==> config.mk <==
export PLATFORM = sky130hd
export DESIGN_NAME = dual_fan_monitor
export DESIGN_NICKNAME = d
export VERILOG_FILES = /design/src/fan_mon_pkg.sv /design/src/osc_if.sv /design/src/dual_fan_monitor.sv /design/src/osc_divider.sv /design/src/pin_sync.sv
export SDC_FILE = /design/constraint.sdc
export NUM_CORES = 1
export LEC_CHECK = 0
export BUFFER_PORTS_ARGS = -buffer_cell sky130_fd_sc_hd__buf_4
export CORE_UTILIZATION = 45
export DETAILED_ROUTE_END_ITERATION = 7
export PLACE_DENSITY_LB_ADDON = 0.08
export SLEW_MARGIN = 20
export SYNTH_ARGS = -nofsm -noshare
export SYNTH_HDL_FRONTEND = slang
export SYNTH_SLANG_ARGS = --single-unit
==> constraint.sdc <==
create_clock -name i_ref_clk -period 2.6 [get_ports i_ref_clk]
set_input_delay 0.52 -clock i_ref_clk [delete_from_list [all_inputs] [get_ports i_ref_clk]]
set_output_delay 0.52 -clock i_ref_clk [all_outputs]
set_load 0.005 [all_outputs]
==> src/fan_mon_pkg.sv <==
// Constants, register indices and types of the dual fan monitor.
// Assumes one 25 MHz system clock; shared by the monitor and the pin synchroniser.
`default_nettype none
package fan_mon_pkg;
  // System clock and on-chip tach oscillator rates
  localparam int CLK_HZ = 25_000_000;
  localparam int OSC_HI_HZ = 1880;
  localparam int OSC_DIV_HI = CLK_HZ / OSC_HI_HZ;
  localparam int ADDR_W = 9;
  // Register indices; byte address is four times the index
  localparam logic [7:0] IDX_MON_CFG = 8'h01;
  localparam logic [7:0] IDX_INSTALLED = 8'h03;
  localparam logic [7:0] IDX_STAT0 = 8'h10;
  localparam logic [7:0] IDX_STAT1 = 8'h11;
  localparam logic [7:0] IDX_ACT0 = 8'h18;
  localparam logic [7:0] IDX_ACT1 = 8'h19;
  localparam logic [7:0] IDX_CFG0 = 8'h68;
  localparam logic [7:0] IDX_CFG1 = 8'h69;
  localparam logic [7:0] IDX_CNT0 = 8'h70;
  localparam logic [7:0] IDX_CNT1 = 8'h71;
  localparam logic [7:0] IDX_LIM0 = 8'h78;
  localparam logic [7:0] IDX_LIM1 = 8'h79;
  // Field positions
  localparam int MON_EN_BIT = 4;
  localparam int ST_PLUGGED = 0;
  localparam int ST_PRES_CHG = 1;
  localparam int ST_FAULT_NOW = 2;
  localparam int ST_FAULT_LAT = 3;
  localparam int ST_SLOW = 4;
  localparam int ST_HOTPLUG = 7;
  localparam int ACT_MASK_FAULT = 0;
  localparam int ACT_MASK_SWAP = 1;
  localparam int ACT_MASK_SLOW = 2;
  localparam int ACT_PIN_OUT = 5;
  localparam int CFG_OSC_LSB = 6;
  // Oscillator select codes
  localparam logic [1:0] OSC_OFF = 2'h0;
  localparam logic [1:0] OSC_470 = 2'h1;
  localparam logic [1:0] OSC_940 = 2'h2;
  localparam logic [1:0] OSC_1880 = 2'h3;
  // Reset values and counts
  localparam logic [1:0] INSTALLED_RST = 2'h1;
  localparam logic [7:0] MON_CFG_RST = 8'h00;
  localparam logic [7:0] ACT_RST = 8'h00;
  localparam logic [7:0] CFG_RST = 8'h40;
  localparam logic [7:0] LIM_RST = 8'hBF;
  localparam logic [7:0] CNT_MAX = 8'hFF;
  localparam logic [2:0] LAST_EDGE = 3'h3;
  localparam logic [1:0] SYNC_FILL = 2'h3;
  localparam logic [1:0] RESP_OKAY = 2'h0;
  localparam logic [1:0] RESP_SLVERR = 2'h2;
  // Measurement sequencer, Gray along the usual path
  typedef enum logic [2:0] {
    M_IDLE = 3'h0,
    M_ARM = 3'h1,
    M_START = 3'h3,
    M_COUNT = 3'h7,
    M_STORE = 3'h5
  } meas_state_t;
endpackage
`default_nettype wire

==> src/osc_if.sv <==
// Oscillator tick bundle from the divider to the monitor.
// Assumes both ends share the system clock.
`timescale 1ns/1ps
`default_nettype none
interface osc_if;
  logic tick_hi; // 1880 Hz enable
  logic tick_mid; // 940 Hz enable
  logic tick_lo; // 470 Hz enable
  modport src(output tick_hi, output tick_mid, output tick_lo);
  modport dst(input tick_hi, input tick_mid, input tick_lo);
endinterface
`default_nettype wire

==> src/dual_fan_monitor.sv <==
// Dual fan monitor: presence, fault pins, tach period count, AXI4-Lite.
// Assumes one 25 MHz clock; fan lines are asynchronous pins.
// Notes on behaviour
// - Installed bits select expected fans
// - Uninstalled fan events update status but not fail outputs
// - Fan 1 installed; fan 2 from strap
// - Software may rewrite both installed bits
// - Installed unmasked fault asserts both fail outputs
// - Status bit 2 follows inverted fault pin
// - Status bit 3 latches fault, write-zero clears
// - Action bit 5 makes fault pin open-drain
// - Detected fault drives pin low and holds
// - Presence low plugged; status bits 0, 1
// - Presence change signals; hot-plug sets bit 7
// - Period counted by oscillator gated counter
// - Init first edge, count to sixth edge
// - Fan 1 then fan 2, repeat forever
// - Uninstalled fan ends by overrange time-out
// - Config bits 7:6 pick oscillator rate
// - Count above limit flags fan failure
// - Count is f times 240 over rpm, pulses
//
// The AXI4-Lite register port was left to the implementer.
`timescale 1ns/1ps
`default_nettype none
module dual_fan_monitor import fan_mon_pkg::*; #(
  parameter int OSC_DIV = OSC_DIV_HI
) (
  input wire logic i_ref_clk,
  input wire logic i_nrst,
  input wire logic [ADDR_W-1:0] i_awaddr,
  input wire logic i_awvalid,
  output logic o_awready,
  input wire logic [31:0] i_wdata,
  input wire logic [3:0] i_wstrb,
  input wire logic i_wvalid,
  output logic o_wready,
  output logic [1:0] o_bresp,
  output logic o_bvalid,
  input wire logic i_bready,
  input wire logic [ADDR_W-1:0] i_araddr,
  input wire logic i_arvalid,
  output logic o_arready,
  output logic [31:0] o_rdata,
  output logic [1:0] o_rresp,
  output logic o_rvalid,
  input wire logic i_rready,
  input wire logic [1:0] i_tach,
  input wire logic [1:0] i_fault_n,
  output logic [1:0] o_fault_n,
  output logic [1:0] o_fault_oe,
  input wire logic [1:0] i_present_n,
  input wire logic i_second_fan_strap,
  output logic o_int_n,
  output logic o_cascaded_fail_n,
  output logic [1:0] o_free_wheel_start
);
  // Register index from a byte address
  function automatic logic [7:0] idx_of(input logic [ADDR_W-1:0] a);
    idx_of = 8'(a >> 2);
  endfunction

  // Oscillator enable for a select code
  function automatic logic osc_tick(input logic [1:0] sel, input logic lo,
                                    input logic mid, input logic hi);
    osc_tick = (sel == OSC_470) ? lo : (sel == OSC_940) ? mid : (sel == OSC_1880) ? hi : 1'b0;
  endfunction

  // Oscillator ticks
  osc_if osc();
  osc_divider #(.DIV(OSC_DIV)) u_div (
    .i_ref_clk(i_ref_clk),
    .i_nrst(i_nrst),
    .o_osc(osc)
  );

  // Pin synchronisers: tach, fault, presence, strap
  logic [6:0] pin_lvl, pin_rise, pin_fall;
  logic pin_valid;
  pin_sync #(.N(7)) u_sync (
    .i_ref_clk(i_ref_clk),
    .i_nrst(i_nrst),
    .i_pin({i_second_fan_strap, i_present_n, i_fault_n, i_tach}),
    .o_level(pin_lvl),
    .o_rise(pin_rise),
    .o_fall(pin_fall),
    .o_valid(pin_valid)
  );
  logic [1:0] tach_rise, fault_lvl_n, fault_fall, pres_lvl_n, plug_ev, unplug_ev;
  assign tach_rise = pin_rise[1:0];
  assign fault_lvl_n = pin_lvl[3:2];
  assign fault_fall = pin_fall[3:2];
  assign pres_lvl_n = pin_lvl[5:4];
  assign plug_ev = pin_fall[5:4]; // Link shorts to ground
  assign unplug_ev = pin_rise[5:4];

  // Software registers
  logic [7:0] mon_cfg_q;
  logic [1:0] inst_q; // Installed fans
  logic strap_done_q; // Strap taken once
  logic [1:0][7:0] act_q, cfg_q, lim_q, period_q;
  // Sticky status bits per fan
  logic [1:0] pres_chg_q, fault_lat_q, slow_q, hotplug_q, pin_drive_q;
  logic [1:0] fw_q; // Free-wheel start pulse
  logic int_n_q;

  // AXI write side holding stations
  logic aw_held_q, w_held_q, bvalid_q;
  logic [ADDR_W-1:0] aw_addr_q;
  logic [7:0] w_data_q;
  logic w_lane_q; // Byte lane 0 enabled
  logic [1:0] bresp_q;
  // AXI read side
  logic rvalid_q;
  logic [31:0] rdata_q;
  logic [1:0] rresp_q;

  // Write decode
  logic do_wr, wr, w_mapped, r_mapped;
  logic [7:0] widx, ridx, rd_val;
  logic we_mon, we_inst;
  logic [1:0] we_stat, we_act, we_cfg, we_lim;
  assign do_wr = aw_held_q & w_held_q & ~bvalid_q;
  assign wr = do_wr & w_lane_q;
  assign widx = idx_of(aw_addr_q);
  assign we_mon = wr & (widx == IDX_MON_CFG);
  assign we_inst = wr & (widx == IDX_INSTALLED);
  assign we_stat = {wr & (widx == IDX_STAT1), wr & (widx == IDX_STAT0)};
  assign we_act = {wr & (widx == IDX_ACT1), wr & (widx == IDX_ACT0)};
  assign we_cfg = {wr & (widx == IDX_CFG1), wr & (widx == IDX_CFG0)};
  assign we_lim = {wr & (widx == IDX_LIM1), wr & (widx == IDX_LIM0)};

  // Map membership, shared by both directions
  function automatic logic is_mapped(input logic [7:0] i);
    is_mapped = (i == IDX_MON_CFG) || (i == IDX_INSTALLED) || (i == IDX_STAT0) || (i == IDX_STAT1)
             || (i == IDX_ACT0) || (i == IDX_ACT1) || (i == IDX_CFG0) || (i == IDX_CFG1)
             || (i == IDX_CNT0) || (i == IDX_CNT1) || (i == IDX_LIM0) || (i == IDX_LIM1);
  endfunction
  assign w_mapped = is_mapped(widx);
  assign ridx = idx_of(i_araddr);
  assign r_mapped = is_mapped(ridx);

  // Status byte assembly
  logic [1:0][7:0] stat;
  always_comb begin
    for (int f = 0; f < 2; f++) begin
      stat[f] = 8'h00;
      stat[f][ST_PLUGGED] = ~pres_lvl_n[f];
      stat[f][ST_PRES_CHG] = pres_chg_q[f];
      stat[f][ST_FAULT_NOW] = ~fault_lvl_n[f];
      stat[f][ST_FAULT_LAT] = fault_lat_q[f];
      stat[f][ST_SLOW] = slow_q[f];
      stat[f][ST_HOTPLUG] = hotplug_q[f];
    end
  end

  // Write-zero clear masks for sticky bits
  logic [1:0] clr_pres, clr_fault, clr_slow, clr_hot;
  assign clr_pres = we_stat & {~w_data_q[ST_PRES_CHG], ~w_data_q[ST_PRES_CHG]};
  assign clr_fault = we_stat & {~w_data_q[ST_FAULT_LAT], ~w_data_q[ST_FAULT_LAT]};
  assign clr_slow = we_stat & {~w_data_q[ST_SLOW], ~w_data_q[ST_SLOW]};
  assign clr_hot = we_stat & {~w_data_q[ST_HOTPLUG], ~w_data_q[ST_HOTPLUG]};

  // Read mux
  assign rd_val = (ridx == IDX_MON_CFG) ? mon_cfg_q :
                  (ridx == IDX_INSTALLED) ? {6'h00, inst_q} :
                  (ridx == IDX_STAT0) ? stat[0] :
                  (ridx == IDX_STAT1) ? stat[1] :
                  (ridx == IDX_ACT0) ? act_q[0] :
                  (ridx == IDX_ACT1) ? act_q[1] :
                  (ridx == IDX_CFG0) ? cfg_q[0] :
                  (ridx == IDX_CFG1) ? cfg_q[1] :
                  (ridx == IDX_CNT0) ? period_q[0] :
                  (ridx == IDX_CNT1) ? period_q[1] :
                  (ridx == IDX_LIM0) ? lim_q[0] :
                  (ridx == IDX_LIM1) ? lim_q[1] : 8'h00;

  // Bus handshakes; one write and one read at a time
  assign o_awready = ~aw_held_q & ~bvalid_q;
  assign o_wready = ~w_held_q & ~bvalid_q;
  assign o_arready = ~rvalid_q;

  // Write channel stations and response
  always_ff @(posedge i_ref_clk or negedge i_nrst) begin
    if (!i_nrst) begin
      aw_held_q <= 1'b0;
      w_held_q <= 1'b0;
      bvalid_q <= 1'b0;
      aw_addr_q <= '0;
      w_data_q <= 8'h00;
      w_lane_q <= 1'b0;
      bresp_q <= RESP_OKAY;
    end else begin
      if (i_awvalid && o_awready) begin
        aw_held_q <= 1'b1;
        aw_addr_q <= i_awaddr;
      end
      if (i_wvalid && o_wready) begin
        w_held_q <= 1'b1;
        w_data_q <= i_wdata[7:0];
        w_lane_q <= i_wstrb[0];
      end
      if (do_wr) begin
        // Unmapped writes are dropped with an error
        aw_held_q <= 1'b0;
        w_held_q <= 1'b0;
        bvalid_q <= 1'b1;
        bresp_q <= w_mapped ? RESP_OKAY : RESP_SLVERR;
      end else if (bvalid_q && i_bready) begin
        bvalid_q <= 1'b0;
      end
    end
  end

  // Read channel, answer one cycle after address
  always_ff @(posedge i_ref_clk or negedge i_nrst) begin
    if (!i_nrst) begin
      rvalid_q <= 1'b0;
      rdata_q <= 32'h0000_0000;
      rresp_q <= RESP_OKAY;
    end else if (i_arvalid && o_arready) begin
      rvalid_q <= 1'b1;
      rdata_q <= {24'h00_0000, rd_val};
      rresp_q <= r_mapped ? RESP_OKAY : RESP_SLVERR;
    end else if (rvalid_q && i_rready) begin
      rvalid_q <= 1'b0;
    end
  end

  // Plain control registers
  always_ff @(posedge i_ref_clk or negedge i_nrst) begin
    if (!i_nrst) begin
      mon_cfg_q <= MON_CFG_RST;
      act_q <= {ACT_RST, ACT_RST};
      cfg_q <= {CFG_RST, CFG_RST};
      lim_q <= {LIM_RST, LIM_RST};
    end else begin
      if (we_mon) begin
        mon_cfg_q <= w_data_q;
      end
      for (int f = 0; f < 2; f++) begin
        if (we_act[f]) begin
          act_q[f] <= w_data_q;
        end
        if (we_cfg[f]) begin
          cfg_q[f] <= w_data_q;
        end
        if (we_lim[f]) begin
          lim_q[f] <= w_data_q;
        end
      end
    end
  end

  // Installed bits: constant at reset, strap caught once settled
  always_ff @(posedge i_ref_clk or negedge i_nrst) begin
    if (!i_nrst) begin
      inst_q <= INSTALLED_RST;
      strap_done_q <= 1'b0;
    end else if (we_inst) begin
      // Software write wins and supersedes a strap not yet taken
      inst_q <= w_data_q[1:0];
      strap_done_q <= 1'b1;
    end else if (pin_valid && !strap_done_q) begin
      inst_q[1] <= pin_lvl[6];
      strap_done_q <= 1'b1;
    end
  end

  // Measurement sequencer state
  meas_state_t st_q;
  logic fan_q; // Fan under measurement
  logic [7:0] cnt_q;
  logic [2:0] edge_q;
  logic mon_en, tick, rise, sat;
  logic [1:0] sel;
  assign mon_en = mon_cfg_q[MON_EN_BIT];
  assign sel = cfg_q[fan_q][CFG_OSC_LSB +: 2];
  assign tick = osc_tick(sel, osc.tick_lo, osc.tick_mid, osc.tick_hi);
  assign rise = tach_rise[fan_q];
  assign sat = tick & (cnt_q == CNT_MAX);

  // Period measurement of each fan in turn
  always_ff @(posedge i_ref_clk or negedge i_nrst) begin
    if (!i_nrst) begin
      st_q <= M_IDLE;
      fan_q <= 1'b0;
      cnt_q <= 8'h00;
      edge_q <= 3'h0;
      period_q <= {8'h00, 8'h00};
    end else if (!mon_en) begin
      st_q <= M_IDLE;
      fan_q <= 1'b0;
    end else begin
      case (st_q)
        M_IDLE: begin
          st_q <= M_ARM;
          fan_q <= 1'b0;
          cnt_q <= 8'h00;
        end
        M_ARM: begin
          if (sel == OSC_OFF) begin
            fan_q <= ~fan_q;
          end else if (sat) begin
            st_q <= M_STORE;
          end else if (rise) begin
            st_q <= M_START;
            cnt_q <= 8'h00;
          end else if (tick) begin
            cnt_q <= cnt_q + 8'h01;
          end
        end
        M_START: begin
          if (sat) begin
            st_q <= M_STORE;
          end else if (rise) begin
            st_q <= M_COUNT;
            cnt_q <= 8'h00;
            edge_q <= 3'h0;
          end else if (tick) begin
            cnt_q <= cnt_q + 8'h01;
          end
        end
        M_COUNT: begin
          // Oscillator gated into counter over four periods
          if (rise && edge_q == LAST_EDGE) begin
            st_q <= M_STORE;
          end else begin
            if (rise) begin
              edge_q <= edge_q + 3'h1;
            end
            if (sat) begin
              st_q <= M_STORE;
            end else if (tick) begin
              cnt_q <= cnt_q + 8'h01;
            end
          end
        end
        M_STORE: begin
          period_q[fan_q] <= cnt_q;
          fan_q <= ~fan_q;
          cnt_q <= 8'h00;
          st_q <= M_ARM;
        end
        default: st_q <= M_IDLE;
      endcase
    end
  end

  // Slow fan detection at store time
  logic [1:0] slow_set;
  assign slow_set[0] = (st_q == M_STORE) & ~fan_q & (cnt_q > lim_q[0]);
  assign slow_set[1] = (st_q == M_STORE) & fan_q & (cnt_q > lim_q[1]);

  // Sticky status bits; a set in the clearing cycle wins
  always_ff @(posedge i_ref_clk or negedge i_nrst) begin
    if (!i_nrst) begin
      pres_chg_q <= 2'h0;
      fault_lat_q <= 2'h0;
      slow_q <= 2'h0;
      hotplug_q <= 2'h0;
      fw_q <= 2'h0;
    end else begin
      pres_chg_q <= (pres_chg_q & ~clr_pres) | plug_ev | unplug_ev;
      fault_lat_q <= (fault_lat_q & ~clr_fault) | fault_fall;
      slow_q <= (slow_q & ~clr_slow) | slow_set;
      hotplug_q <= (hotplug_q & ~clr_hot) | plug_ev;
      fw_q <= plug_ev;
    end
  end

  // Fault pin drive: latched low until released by software
  always_ff @(posedge i_ref_clk or negedge i_nrst) begin
    if (!i_nrst) begin
      pin_drive_q <= 2'h0;
    end else begin
      for (int f = 0; f < 2; f++) begin
        if (act_q[f][ACT_PIN_OUT] && fault_fall[f]) begin
          pin_drive_q[f] <= 1'b1;
        end else if (!act_q[f][ACT_PIN_OUT] || clr_fault[f]) begin
          pin_drive_q[f] <= 1'b0;
        end
      end
    end
  end

  // Events gated by installed bits and masks
  logic [1:0] ev;
  always_comb begin
    for (int f = 0; f < 2; f++) begin
      ev[f] = inst_q[f] & ((fault_lat_q[f] & ~act_q[f][ACT_MASK_FAULT])
            | ((pres_chg_q[f] | hotplug_q[f]) & ~act_q[f][ACT_MASK_SWAP])
            | (slow_q[f] & ~act_q[f][ACT_MASK_SLOW]));
    end
  end

  // Both fail outputs follow the gated events
  always_ff @(posedge i_ref_clk or negedge i_nrst) begin
    if (!i_nrst) begin
      int_n_q <= 1'b1;
    end else begin
      int_n_q <= ~|ev;
    end
  end

  assign o_int_n = int_n_q;
  assign o_cascaded_fail_n = int_n_q;
  assign o_fault_n = 2'h0; // Open drain: only ever pulls low
  assign o_fault_oe = pin_drive_q;
  assign o_free_wheel_start = fw_q;
  assign o_bvalid = bvalid_q;
  assign o_bresp = bresp_q;
  assign o_rvalid = rvalid_q;
  assign o_rdata = rdata_q;
  assign o_rresp = rresp_q;
endmodule
`default_nettype wire

==> src/osc_divider.sv <==
// Divider making the three tach oscillator enables.
// Assumes a free-running system clock; ticks are one cycle wide.
`timescale 1ns/1ps
`default_nettype none
module osc_divider #(
  parameter int DIV = 13297
) (
  input wire logic i_ref_clk,
  input wire logic i_nrst,
  osc_if.src o_osc
);
  localparam int CW = $clog2(DIV);
  logic [CW-1:0] cnt_q; // Base divider
  logic [1:0] sub_q; // Halving stages
  logic hi_q, mid_q, lo_q;
  logic wrap;
  assign wrap = (cnt_q == CW'(DIV - 1));
  // Base rate, then halved twice so all rates stay phase-locked
  always_ff @(posedge i_ref_clk or negedge i_nrst) begin
    if (!i_nrst) begin
      cnt_q <= '0;
      sub_q <= 2'h0;
      hi_q <= 1'b0;
      mid_q <= 1'b0;
      lo_q <= 1'b0;
    end else begin
      cnt_q <= wrap ? '0 : cnt_q + 1'b1;
      if (wrap) begin
        sub_q <= sub_q + 2'h1;
      end
      hi_q <= wrap;
      mid_q <= wrap & sub_q[0];
      lo_q <= wrap & (&sub_q);
    end
  end
  assign o_osc.tick_hi = hi_q;
  assign o_osc.tick_mid = mid_q;
  assign o_osc.tick_lo = lo_q;
endmodule
`default_nettype wire

==> src/pin_sync.sv <==
// Three-stage pin synchroniser with settled level and edge pulses.
// Assumes asynchronous pins; edges are suppressed until filled.
`timescale 1ns/1ps
`default_nettype none
module pin_sync import fan_mon_pkg::*; #(
  parameter int N = 7
) (
  input wire logic i_ref_clk,
  input wire logic i_nrst,
  input wire logic [N-1:0] i_pin,
  output logic [N-1:0] o_level,
  output logic [N-1:0] o_rise,
  output logic [N-1:0] o_fall,
  output logic o_valid
);
  logic [N-1:0] s1_q, s2_q, s3_q, lvl_q, lvl_d, rise_q, fall_q;
  logic [1:0] fill_q; // Cycles since reset
  logic agree_ok;
  assign agree_ok = (fill_q == SYNC_FILL);
  // A bit moves only when stages two and three agree
  assign lvl_d = (~(s2_q ^ s3_q) & s3_q) | ((s2_q ^ s3_q) & lvl_q);
  always_ff @(posedge i_ref_clk or negedge i_nrst) begin
    if (!i_nrst) begin
      s1_q <= '1;
      s2_q <= '1;
      s3_q <= '1;
      lvl_q <= '1;
      rise_q <= '0;
      fall_q <= '0;
      fill_q <= 2'h0;
    end else begin
      s1_q <= i_pin;
      s2_q <= s1_q;
      s3_q <= s2_q;
      if (!agree_ok) begin
        fill_q <= fill_q + 2'h1;
      end
      lvl_q <= agree_ok ? lvl_d : s2_q; // Stage two while filling, so no false edge after reset
      rise_q <= agree_ok ? (lvl_d & ~lvl_q) : '0;
      fall_q <= agree_ok ? (~lvl_d & lvl_q) : '0;
    end
  end
  assign o_level = lvl_q;
  assign o_rise = rise_q;
  assign o_fall = fall_q;
  assign o_valid = agree_ok;
endmodule
`default_nettype wire

# Word-level counts from Yosys, hierarchy flattened
# Cells that the tools add are included.
[totals]
register_bits = 198
elab_cells = 308
[op_classes]
n_addsub = 5
n_lt_le_gt_ge = 4
eq_ne = 47
mux = 68
bitwise = 81
reduce_logical = 57
[op_table]
columns = ["operator", "n"]
rows = [
  ["8-bit two-way mux", 21],
  ["7-bit == test (second input constant)", 12],
  ["7-bit by 5-bit == test with 1-bit output (second input constant)", 8],
  ["3-bit two-way mux", 12],
  ["8-bit one-hot mux with 4 select lines", 1],
  ["1-bit AND", 30],
  ["1-bit logical OR", 24],
  ["1-bit two-way mux", 23],
  ["1-bit inverter", 19],
  ["2-bit AND", 8],
  ["16-bit bitwise mux", 1],
  ["8-bit > comparator", 2],
  ["2-bit nonzero test", 8],
  ["14-bit by 1-bit adder with 14-bit output (second input constant)", 1],
  ["7-bit AND", 2],
  ["14-bit == test (second input constant)", 1],
  ["7-bit by 1-bit == test with 1-bit output (second input constant)", 2],
  ["7-bit by 2-bit == test with 1-bit output (second input constant)", 2],
  ["14-bit two-way mux", 1],
  ["6-bit AND", 2],
  ["6-bit two-way mux", 2],
  ["2-bit != test (second input constant)", 6],
  ["4-bit != test (second input constant)", 3],
  ["6-bit inverter", 2],
  ["35 further kinds", 69],
]

# Depth between registers and ports, before layout
# Gate-level depths: netlist (run 1).
[depth]
depth_word = 13
depth_mapped = 8
ltp_nobuf = 8

# Modules after synthesis
# From an unflattened synthesis (run 1), not the netlist that was laid out.
[unflattened]
cells_unflattened = 888
hier_area_um2 = 9653.0
[by_module_without_submodules]
columns = ["module", "n_inst", "cells_each", "area_per_inst_um2"]
rows = [
  ["dual_fan_monitor", 1, 717, 7252.0],
  ["pin_sync", 1, 90, 1500.2],
  ["osc_divider", 1, 81, 900.9],
]

# Least setup slack after synthesis (run 1)
# OpenSTA, ideal clock, no wires.
[synth_path]
path_type = "input -> register"
start = "input port i_araddr[3]"
end = "register rdata_q[2] (netlist: o_rdata[2])"
setup_time_ps = 126
t_arrival_ps = 1781
t_required_ps = 2474
setup_slack_ps = 693
stages = 7
path_cell_list = "buf_6 nor3_4 nand2_1 or2_1 o221ai_1 o211ai_1 a221o_1"
[synth_between]
elab_chain_cells = 13
word_cells_on_any_way = 24
classes_between = "eq/ne: 12; mux: 12"
[synth_rtl]
columns = ["item", "line", "text"]
rows = [
  ["start, declared", "dual_fan_monitor.sv:41", "input wire logic [ADDR_W-1:0] i_araddr,"],
  ["7-bit == test", "dual_fan_monitor.sv:176", "(ridx == IDX_LIM1) ? lim_q[1] : 8'h00;"],
  ["8-bit two-way mux", "dual_fan_monitor.sv:176", ""],
  ["8-bit two-way mux", "dual_fan_monitor.sv:175", "(ridx == IDX_LIM0) ? lim_q[0] :"],
  ["8-bit two-way mux", "dual_fan_monitor.sv:174", "(ridx == IDX_CNT1) ? period_q[1] :"],
  ["8-bit two-way mux", "dual_fan_monitor.sv:173", "(ridx == IDX_CNT0) ? period_q[0] :"],
  ["8-bit two-way mux", "dual_fan_monitor.sv:172", "(ridx == IDX_CFG1) ? cfg_q[1] :"],
  ["8-bit two-way mux", "dual_fan_monitor.sv:171", "(ridx == IDX_CFG0) ? cfg_q[0] :"],
  ["8-bit two-way mux", "dual_fan_monitor.sv:170", "(ridx == IDX_ACT1) ? act_q[1] :"],
  ["8-bit two-way mux", "dual_fan_monitor.sv:169", "(ridx == IDX_ACT0) ? act_q[0] :"],
  ["8-bit two-way mux", "dual_fan_monitor.sv:168", "(ridx == IDX_STAT1) ? stat[1] :"],
  ["8-bit two-way mux", "dual_fan_monitor.sv:167", "(ridx == IDX_STAT0) ? stat[0] :"],
  ["8-bit two-way mux", "dual_fan_monitor.sv:166", "(ridx == IDX_INSTALLED) ? {6'h00, inst_q} :"],
  ["8-bit two-way mux *", "dual_fan_monitor.sv:165", "assign rd_val = (ridx == IDX_MON_CFG) ? mon_cfg_q :"],
  ["end signal, assigned", "dual_fan_monitor.sv:223", "rdata_q <= {24'h00_0000, rd_val};"],
  ["end, declared", "dual_fan_monitor.sv:115", "logic [31:0] rdata_q;"],
]
# Mark *: on every way between the ends. The rest lies on a longest branch, timed or not.
# A chain may end at the register's enable or synchronous reset.

# Worst setup path in the final report (run 1)
[layout_path]
start = "register fan_q"
end = "register edge_q[1]"
[layout_between]
elab_chain_cells = 9
word_cells_on_any_way = 17
classes_between = "eq/ne: 7; mux: 7; bitwise: 1; reduce/logical: 2"
[layout_rtl]
columns = ["item", "line", "text"]
rows = [
  ["start, declared", "dual_fan_monitor.sv:272", "logic fan_q;"],
  ["start signal, assigned", "dual_fan_monitor.sv:303", "fan_q <= ~fan_q;"],
  ["start signal, assigned", "dual_fan_monitor.sv:341", "fan_q <= ~fan_q;"],
  ["8-bit two-way mux (not written as such) (2 in series)", "dual_fan_monitor.sv:278", "assign sel = cfg_q[fan_q][CFG_OSC_LSB +: 2];"],
  ["2-bit == test", "dual_fan_monitor.sv:66", "osc_tick = (sel == OSC_470) ? lo : (sel == OSC_940) ? mid : (sel == OSC_1880) ? hi : 1'b0;"],
  ["1-bit two-way mux (3 in series)", "dual_fan_monitor.sv:66", ""],
  ["1-bit AND", "dual_fan_monitor.sv:281", "assign sat = tick & (cnt_q == CNT_MAX);"],
  ["2-bit != test (no line)", "--", ""],
  ["6-bit AND reduction (no line) *", "--", ""],
  ["end signal, assigned", "dual_fan_monitor.sv:330", "edge_q <= edge_q + 3'h1;"],
  ["end, declared", "dual_fan_monitor.sv:274", "logic [2:0] edge_q;"],
]
# Mark *: on every way between the ends. The rest lies on a longest branch, timed or not. The select of a mux whose other input is x is not followed.

==> results.toml, run 1 <==
[min_path]
hold_class = "input pin to async pin"

[grt]
grt_max_degree = 66
grt_usage_pct = 21.2
antenna_found_initial = 0
grt_pass1_wl_um = 34800
grt_overflow_total = 0
grt_pass1_vias = 6366

[finish]
layout_common_cells = "dfrtp_1, mux2_2, buf_4, nor2_1, nand2_1"
n_antenna_cell = 0
fin_nets = 984
multi_input_area_um2 = 4020
fill_cells = 1817
seqCellArea_um2 = 4810
synthToLayoutAreaGrowth_pct = 12.7
final_common_cell = "dfrtp_1"
drive_gt1_share_pct = 27.2
final_util_pct = 51.7

[sta]
fin_setup_tns_ns = 0
tightestPinTransition_ns = 0.721
fin_crit_sh_pct = 82.2
fin_ws_ns = 0.462
min_period_ns = 2.14
fmaxAchievable_ghz = 0.468
slew_headroom_pct = 51.9
rsz0062_at_grt = "false"
fin_skew_ns = 0.0157
slew_viol_final = 0
setup_viol = 0
hold_violations = 0

[status]
status = "complete, but fails checks"
failed_checks = "DRC"

[clock_tree]
h-tree-depth = 4
cts_tree = "built"
root_buffer = "clkbuf_16"
cts_sinks = 190
path_clk_slew_ns = 0.08
cts_max_path_buffers = 2
cts-buffers-inserted = 17
ctsHoldBuffers = 0
cts_setup_buffers = 0
cts_resized = 0
clock_latency_ns = 0.44

[placed_design]
hpwl_um = 15600
gp_congestion = 0.882
place_ws_ns = 0.410
portBuffers = 57

[synth]
ys_warn_count = 0
synth_top_area_share_pct = 38.8
seq_area_frac_synth_pct = 51.9
syn_avg_cell_area_um2 = 11.1
syn_inst = 837
synth_flop_cell = "dfrtp_1"
synthesis.area_um2 = 9280
synth_edf_count = 0
synthArstFlopShare_pct = 100
yosysTopAreaCell = "dfrtp_1"
ys_top_cells_by_area = "dfrtp_1, dfstp_2, mux2_2"
ys_seq_elements = 190
post_synth_num_cell_types = 77

[setup_path]
path_cells = "mux2i_1 > mux2i_1 > o21ai_2 > and2_1 > a21o_1 > a22o_1"
crit_fanout = 12
arrival_ns = 2.46
cp_top_family = "compound AO/OA/AOI/OAI gates"
max_stage_delay_ns = 0.59
cp-start-kind = "flip-flop"
cpMaxStageDelayCell = "dfrtp_1"
endpoint_kind = "flip-flop"
critical_path_class = "flip-flop to flip-flop"
crit_path_frequent_cell = "mux2i_1"
required_ns = 2.92
worst-path-buf-inv = 0

[pwr]
ir_worst_vdd_uv = 496
power_density_nw_per_um2 = 733
p_leak_nw = 4.71

[floorplanning]
die-area_um2 = 21200
core_um2 = 20200
start_util_pct = 45.9
die_x_um = 146
rows = 52
dieHeight_um = 146
num_io_pins = 117

[detailed_routing]
vias = 6445
antenna_left = 0
post-route-drc-count = 1
via_per_inst = 5.48
firstDrtPassIters = 6
routedWlPerCell_um = 18.2
drtIter0Drc = 457
routed_wirelength_um = 21400

[flow_run]
max_cap_violations = 0
-- stage by stage --
step	hold WS, ns	instances	total power, W	area, um^2
finish	0.0737	1176	0.00767	10500
global route	0.109	1176	0.00805	10500
CTS	0.0849	1176	0.00772	10500
detailed placement	0.347	1144	0.00515	9880
global placement	0.346	1144	0.00510	9880
floorplan	0.224	864	0.00461	9380
-- path summary, 6_finish.rpt --
| path | startpoint | endpoint | slack [ns] | cells after the start |
|---|---|---|---|---|
| min reg2reg | u_sync.s1_q[0]$_DFF_PN1_ | u_sync.s2_q[0]$_DFF_PN1_ | 0.36 | 0 |
| max in group asynchronous | i_nrst | cfg_q[6]$_DFFE_PN1P_ | 1.80 | 2 |
| min | i_nrst | mon_cfg_q[0]$_DFFE_PN0P_ | 0.07 | 1 |
| min in group i_ref_clk | i_second_fan_strap | u_sync.s1_q[6]$_DFF_PN1_ | 0.18 | 1 |
| max reg2reg | fan_q$_DFFE_PN0P_ | edge_q[1]$_DFFE_PN0P_ | 0.46 | 6 |
| max | fan_q$_DFFE_PN0P_ | edge_q[1]$_DFFE_PN0P_ | 0.46 | 6 |
-- where the power goes --
group          leakage [nW]  switching, W  internal (W)
clock network         0.269       0.00121       0.00135
logic                  2.08      0.000587      0.000613
registers              2.37      0.000508       0.00339
-- state kept, by name, indices dropped and copies added, names as in the netlist, 8 cells and up, named ones only --
name and count:
cfg_q 16, period_q 16, mon_cfg_q 8, lim_q 16
cnt_q 8, u_div.cnt_q 14, w_data_q 8, o_rdata 8
act_q 16
-- per-layer routing --
layer | up-vias | GRT usage [%] | share of wire, %
li1 | 3027 | - | -
met1 | 3235 | 29.3 | 47
met2 | 155 | 34.0 | 48
met3 | 28 | 3.26 | 3.3
met4 | 0 | 7.32 | 2.0
met5 | - | 0 | 0
-- worst register-to-register path, cell delays in order, from the launching register on --
cell     delay, ns
dfrtp_1       0.59
mux2i_1       0.32
mux2i_1       0.25
o21ai_2       0.18
and2_1        0.23
a21o_1        0.22
a22o_1        0.24
-- cell usage after synthesis, types with 17 or more instances --
master and number:
a21oi_1 45, buf_4 29, clkbuf_1 17, dfrtp_1 144, dfstp_2 46, ha_1 23
inv_1 31, mux2_2 77, mux2i_1 20, nand2_1 54, nand2b_1 18, nand3_1 21
nor2_1 61, o21ai_0 42
-- area by class of cell --
type / instances / share of cell area [%]
clock inverters: 14 / 1.38
multi-input cells: 579 / 38.4
repair buffers: 74 / 5.73
inverters: 31 / 1.11
flip-flops and latches: 190 / 46.0
clock buffers: 18 / 4.10
well taps: 270 / 3.23
-- logic make-up (layout without fill, tap and decap cells) --
kind of cell | after synthesis | count (layout) | synth area share (%)
adders and majority gates | 23 | 23 | 3.10
other | 1 | 28 | 0.0404
AOI/OAI and AO/OA | 153 | 153 | 10.6
DFF | 190 | 190 | 51.9
buffers and inverters | 95 | 137 | 5.91
xor gates and xnor gates | 20 | 20 | 1.89
and+or+nand+nor | 255 | 255 | 14.7
muxes | 100 | 100 | 11.9
Note: power is estimated with default switching activity, not from simulation.
==> run 2: changes to the inputs <==
==> constraint.sdc (replaced) <==
create_clock -name i_ref_clk -period 2.19 [get_ports i_ref_clk]
set_input_delay 0.438 -clock i_ref_clk [delete_from_list [all_inputs] [get_ports i_ref_clk]]
set_output_delay 0.438 -clock i_ref_clk [all_outputs]
set_load 0.005 [all_outputs]
==> run 2 against run 1 <==
  * Count of clock-buffer cells in the layout did not move
  * Power rose by 18%
  * Sequential share of layout area fell by 0.66 points
  * Via count rose by 0.29%
  * Fmax rose by 2.7%
  * Clock skew fell by 0.0034 ns
  * The run still ends with DRC left
==> results.toml, run 2 (synthesis gave the netlist of run 1 again) <==
[flow_run]
max_cap_violations = 0

[clock_tree]
cts_tree = "built"
h-tree-depth = 4
cts_max_path_buffers = 2
path_clk_slew_ns = 0.07
root_buffer = "clkbuf_16"
clock_latency_ns = 0.43
cts-buffers-inserted = 17
cts_sinks = 190

[finish]
design_area_um2 = 10600
drive_gt1_share_pct = 28.8
n_antenna_cell = 0
synthToLayoutAreaGrowth_pct = 14.3
layout_common_cells = "dfrtp_1, buf_4, mux2_2, nor2_1, nand2_1"
final_common_cell = "dfrtp_1"
fin_nets = 1002

[detailed_routing]
routedWlPerCell_um = 17.9
via_per_inst = 5.41
firstDrtPassIters = 6
antenna_left = 0
drtIter0Drc = 411
routed_wirelength_um = 21400
post-route-drc-count = 1
vias = 6464

[setup_path]
endpoint_kind = "flip-flop"
crit_fanout = 8
cp_top_family = "simple AND/OR/NAND/NOR gates"
cp-start-kind = "flip-flop"
worst-path-buf-inv = 0
critical_path_class = "flip-flop to flip-flop"
arrival_ns = 2.39
max_stage_delay_ns = 0.45
cpMaxStageDelayCell = "or4_4"
required_ns = 2.50
path_cells = "or2_0 > or4_4 > nor2_1 > nand2_1 > mux2_2"

[sta]
tightestPinTransition_ns = 0.570
slew_headroom_pct = 61.6
min_period_ns = 2.08
rsz0062_at_grt = "false"
fin_setup_tns_ns = 0
setup_viol = 0
fin_crit_sh_pct = 95.1
fin_skew_ns = 0.0123
fmaxAchievable_ghz = 0.480
hold_violations = 0
slew_viol_final = 0

[floorplanning]
die_x_um = 146
num_io_pins = 117
dieHeight_um = 146
start_util_pct = 45.9
core_um2 = 20200
die-area_um2 = 21200
rows = 52

[grt]
grt_pass1_vias = 6447
grt_usage_pct = 21.2
grt_pass1_wl_um = 34800
grt_max_degree = 57
antenna_found_initial = 0
grt_overflow_total = 0

[pwr]
p_leak_nw = 4.81
power_density_nw_per_um2 = 853
ir_worst_vdd_uv = 571

[status]
failed_checks = "DRC"
status = "complete, but fails checks"

[placed_design]
portBuffers = 57
hpwl_um = 16000
placed_area_um2 = 10000
gp_congestion = 0.870

[min_path]
hold_class = "input pin to flip-flop"
==> run 2: cell count changes in the layout (fill, tap and decap cells not counted), sizes merged <==
cell         delta
buf            +17
bufinv          -1
clkinv          +5
clkinvlp        -3
dlygate4sd3     +1
inv             -1
==> run 2: what timing repair did <==
item | CTS | global route
setup buffers | 0 | 0
endpoints found under the hold margin | 24 | 0
hold buffers | 1 | 0
resized for setup | 0 | 3
endpoints found under the setup margin | 0 | 8
==> run 2: worst paths after layout <==
kind / startpoint / to / slack [ns] / cells past startpoint
max: aw_addr_q[7]$_DFFE_PN0P_ / act_q[8]$_DFFE_PN0P_ / 0.11 / 5
min: i_present_n[0] / u_sync.s1_q[4]$_DFF_PN1_ / 0.11 / 1
max reg2reg: aw_addr_q[7]$_DFFE_PN0P_ / act_q[8]$_DFFE_PN0P_ / 0.11 / 5
min reg2reg: u_sync.s1_q[3]$_DFF_PN1_ / u_sync.s2_q[3]$_DFF_PN1_ / 0.36 / 0
max in group asynchronous: i_nrst / o_cascaded_fail_n$_DFF_PN1_ / 0.97 / 3
min in group asynchronous: i_nrst / mon_cfg_q[1]$_DFFE_PN0P_ / 0.54 / 2
==> run 2: area by class of cell <==
type / count / area [um^2]
Timing Repair Buffer: 92 / 749
Fill cell: 1815 / 9630
Sequential cell: 190 / 4810
Inverter: 31 / 116
Multi-Input combinational cell: 579 / 4030
Clock inverter: 14 / 124
Tap cell: 270 / 338
Clock buffer: 18 / 439
==> run 2: worst reg2reg max path: cells and delay by family (launching register included) <==
family        cells  cell delay [ns]
flops             1             0.44
mux               1             0.40
simple gates      4             1.12
==> run 2: stage by stage <==
| step | cells | hold WS (ns) | setup WS, ns | util, % | power (W) |
|---|---|---|---|---|---|
| 6_report | 1194 | 0.108 | 0.107 | 52.4 | 0.00905 |
| 5_1_grt | 1194 | 0.0884 | 0.00435 | 52.4 | 0.00953 |
| 4_1_cts | 1194 | 0.0942 | 0.0696 | 52.4 | 0.00911 |
| 3_5_place_dp | 1161 | 0.347 | 0.0861 | 49.5 | 0.00616 |
| 3_3_place_gp | 1161 | 0.346 | 0.101 | 49.5 | 0.00609 |
| 2_1_floorplan | 864 | 0.142 | 0.365 | - | 0.00547 |
==> run 2: report_power, final <==
group          leakage, nW  switching, W  internal (W)
combinational         2.17      0.000707      0.000758
clock                0.279       0.00142       0.00153
sequential            2.37      0.000617       0.00403
==> run 2: per-layer routing <==
metal | vias up | track usage, % | share of wire (%)
met4 | 0 | 5.58 | 1.0
li1 | 3071 | - | -
met2 | 109 | 34.9 | 49
met3 | 15 | 3.42 | 2.8
met1 | 3269 | 29.2 | 47
met5 | - | 0 | 0
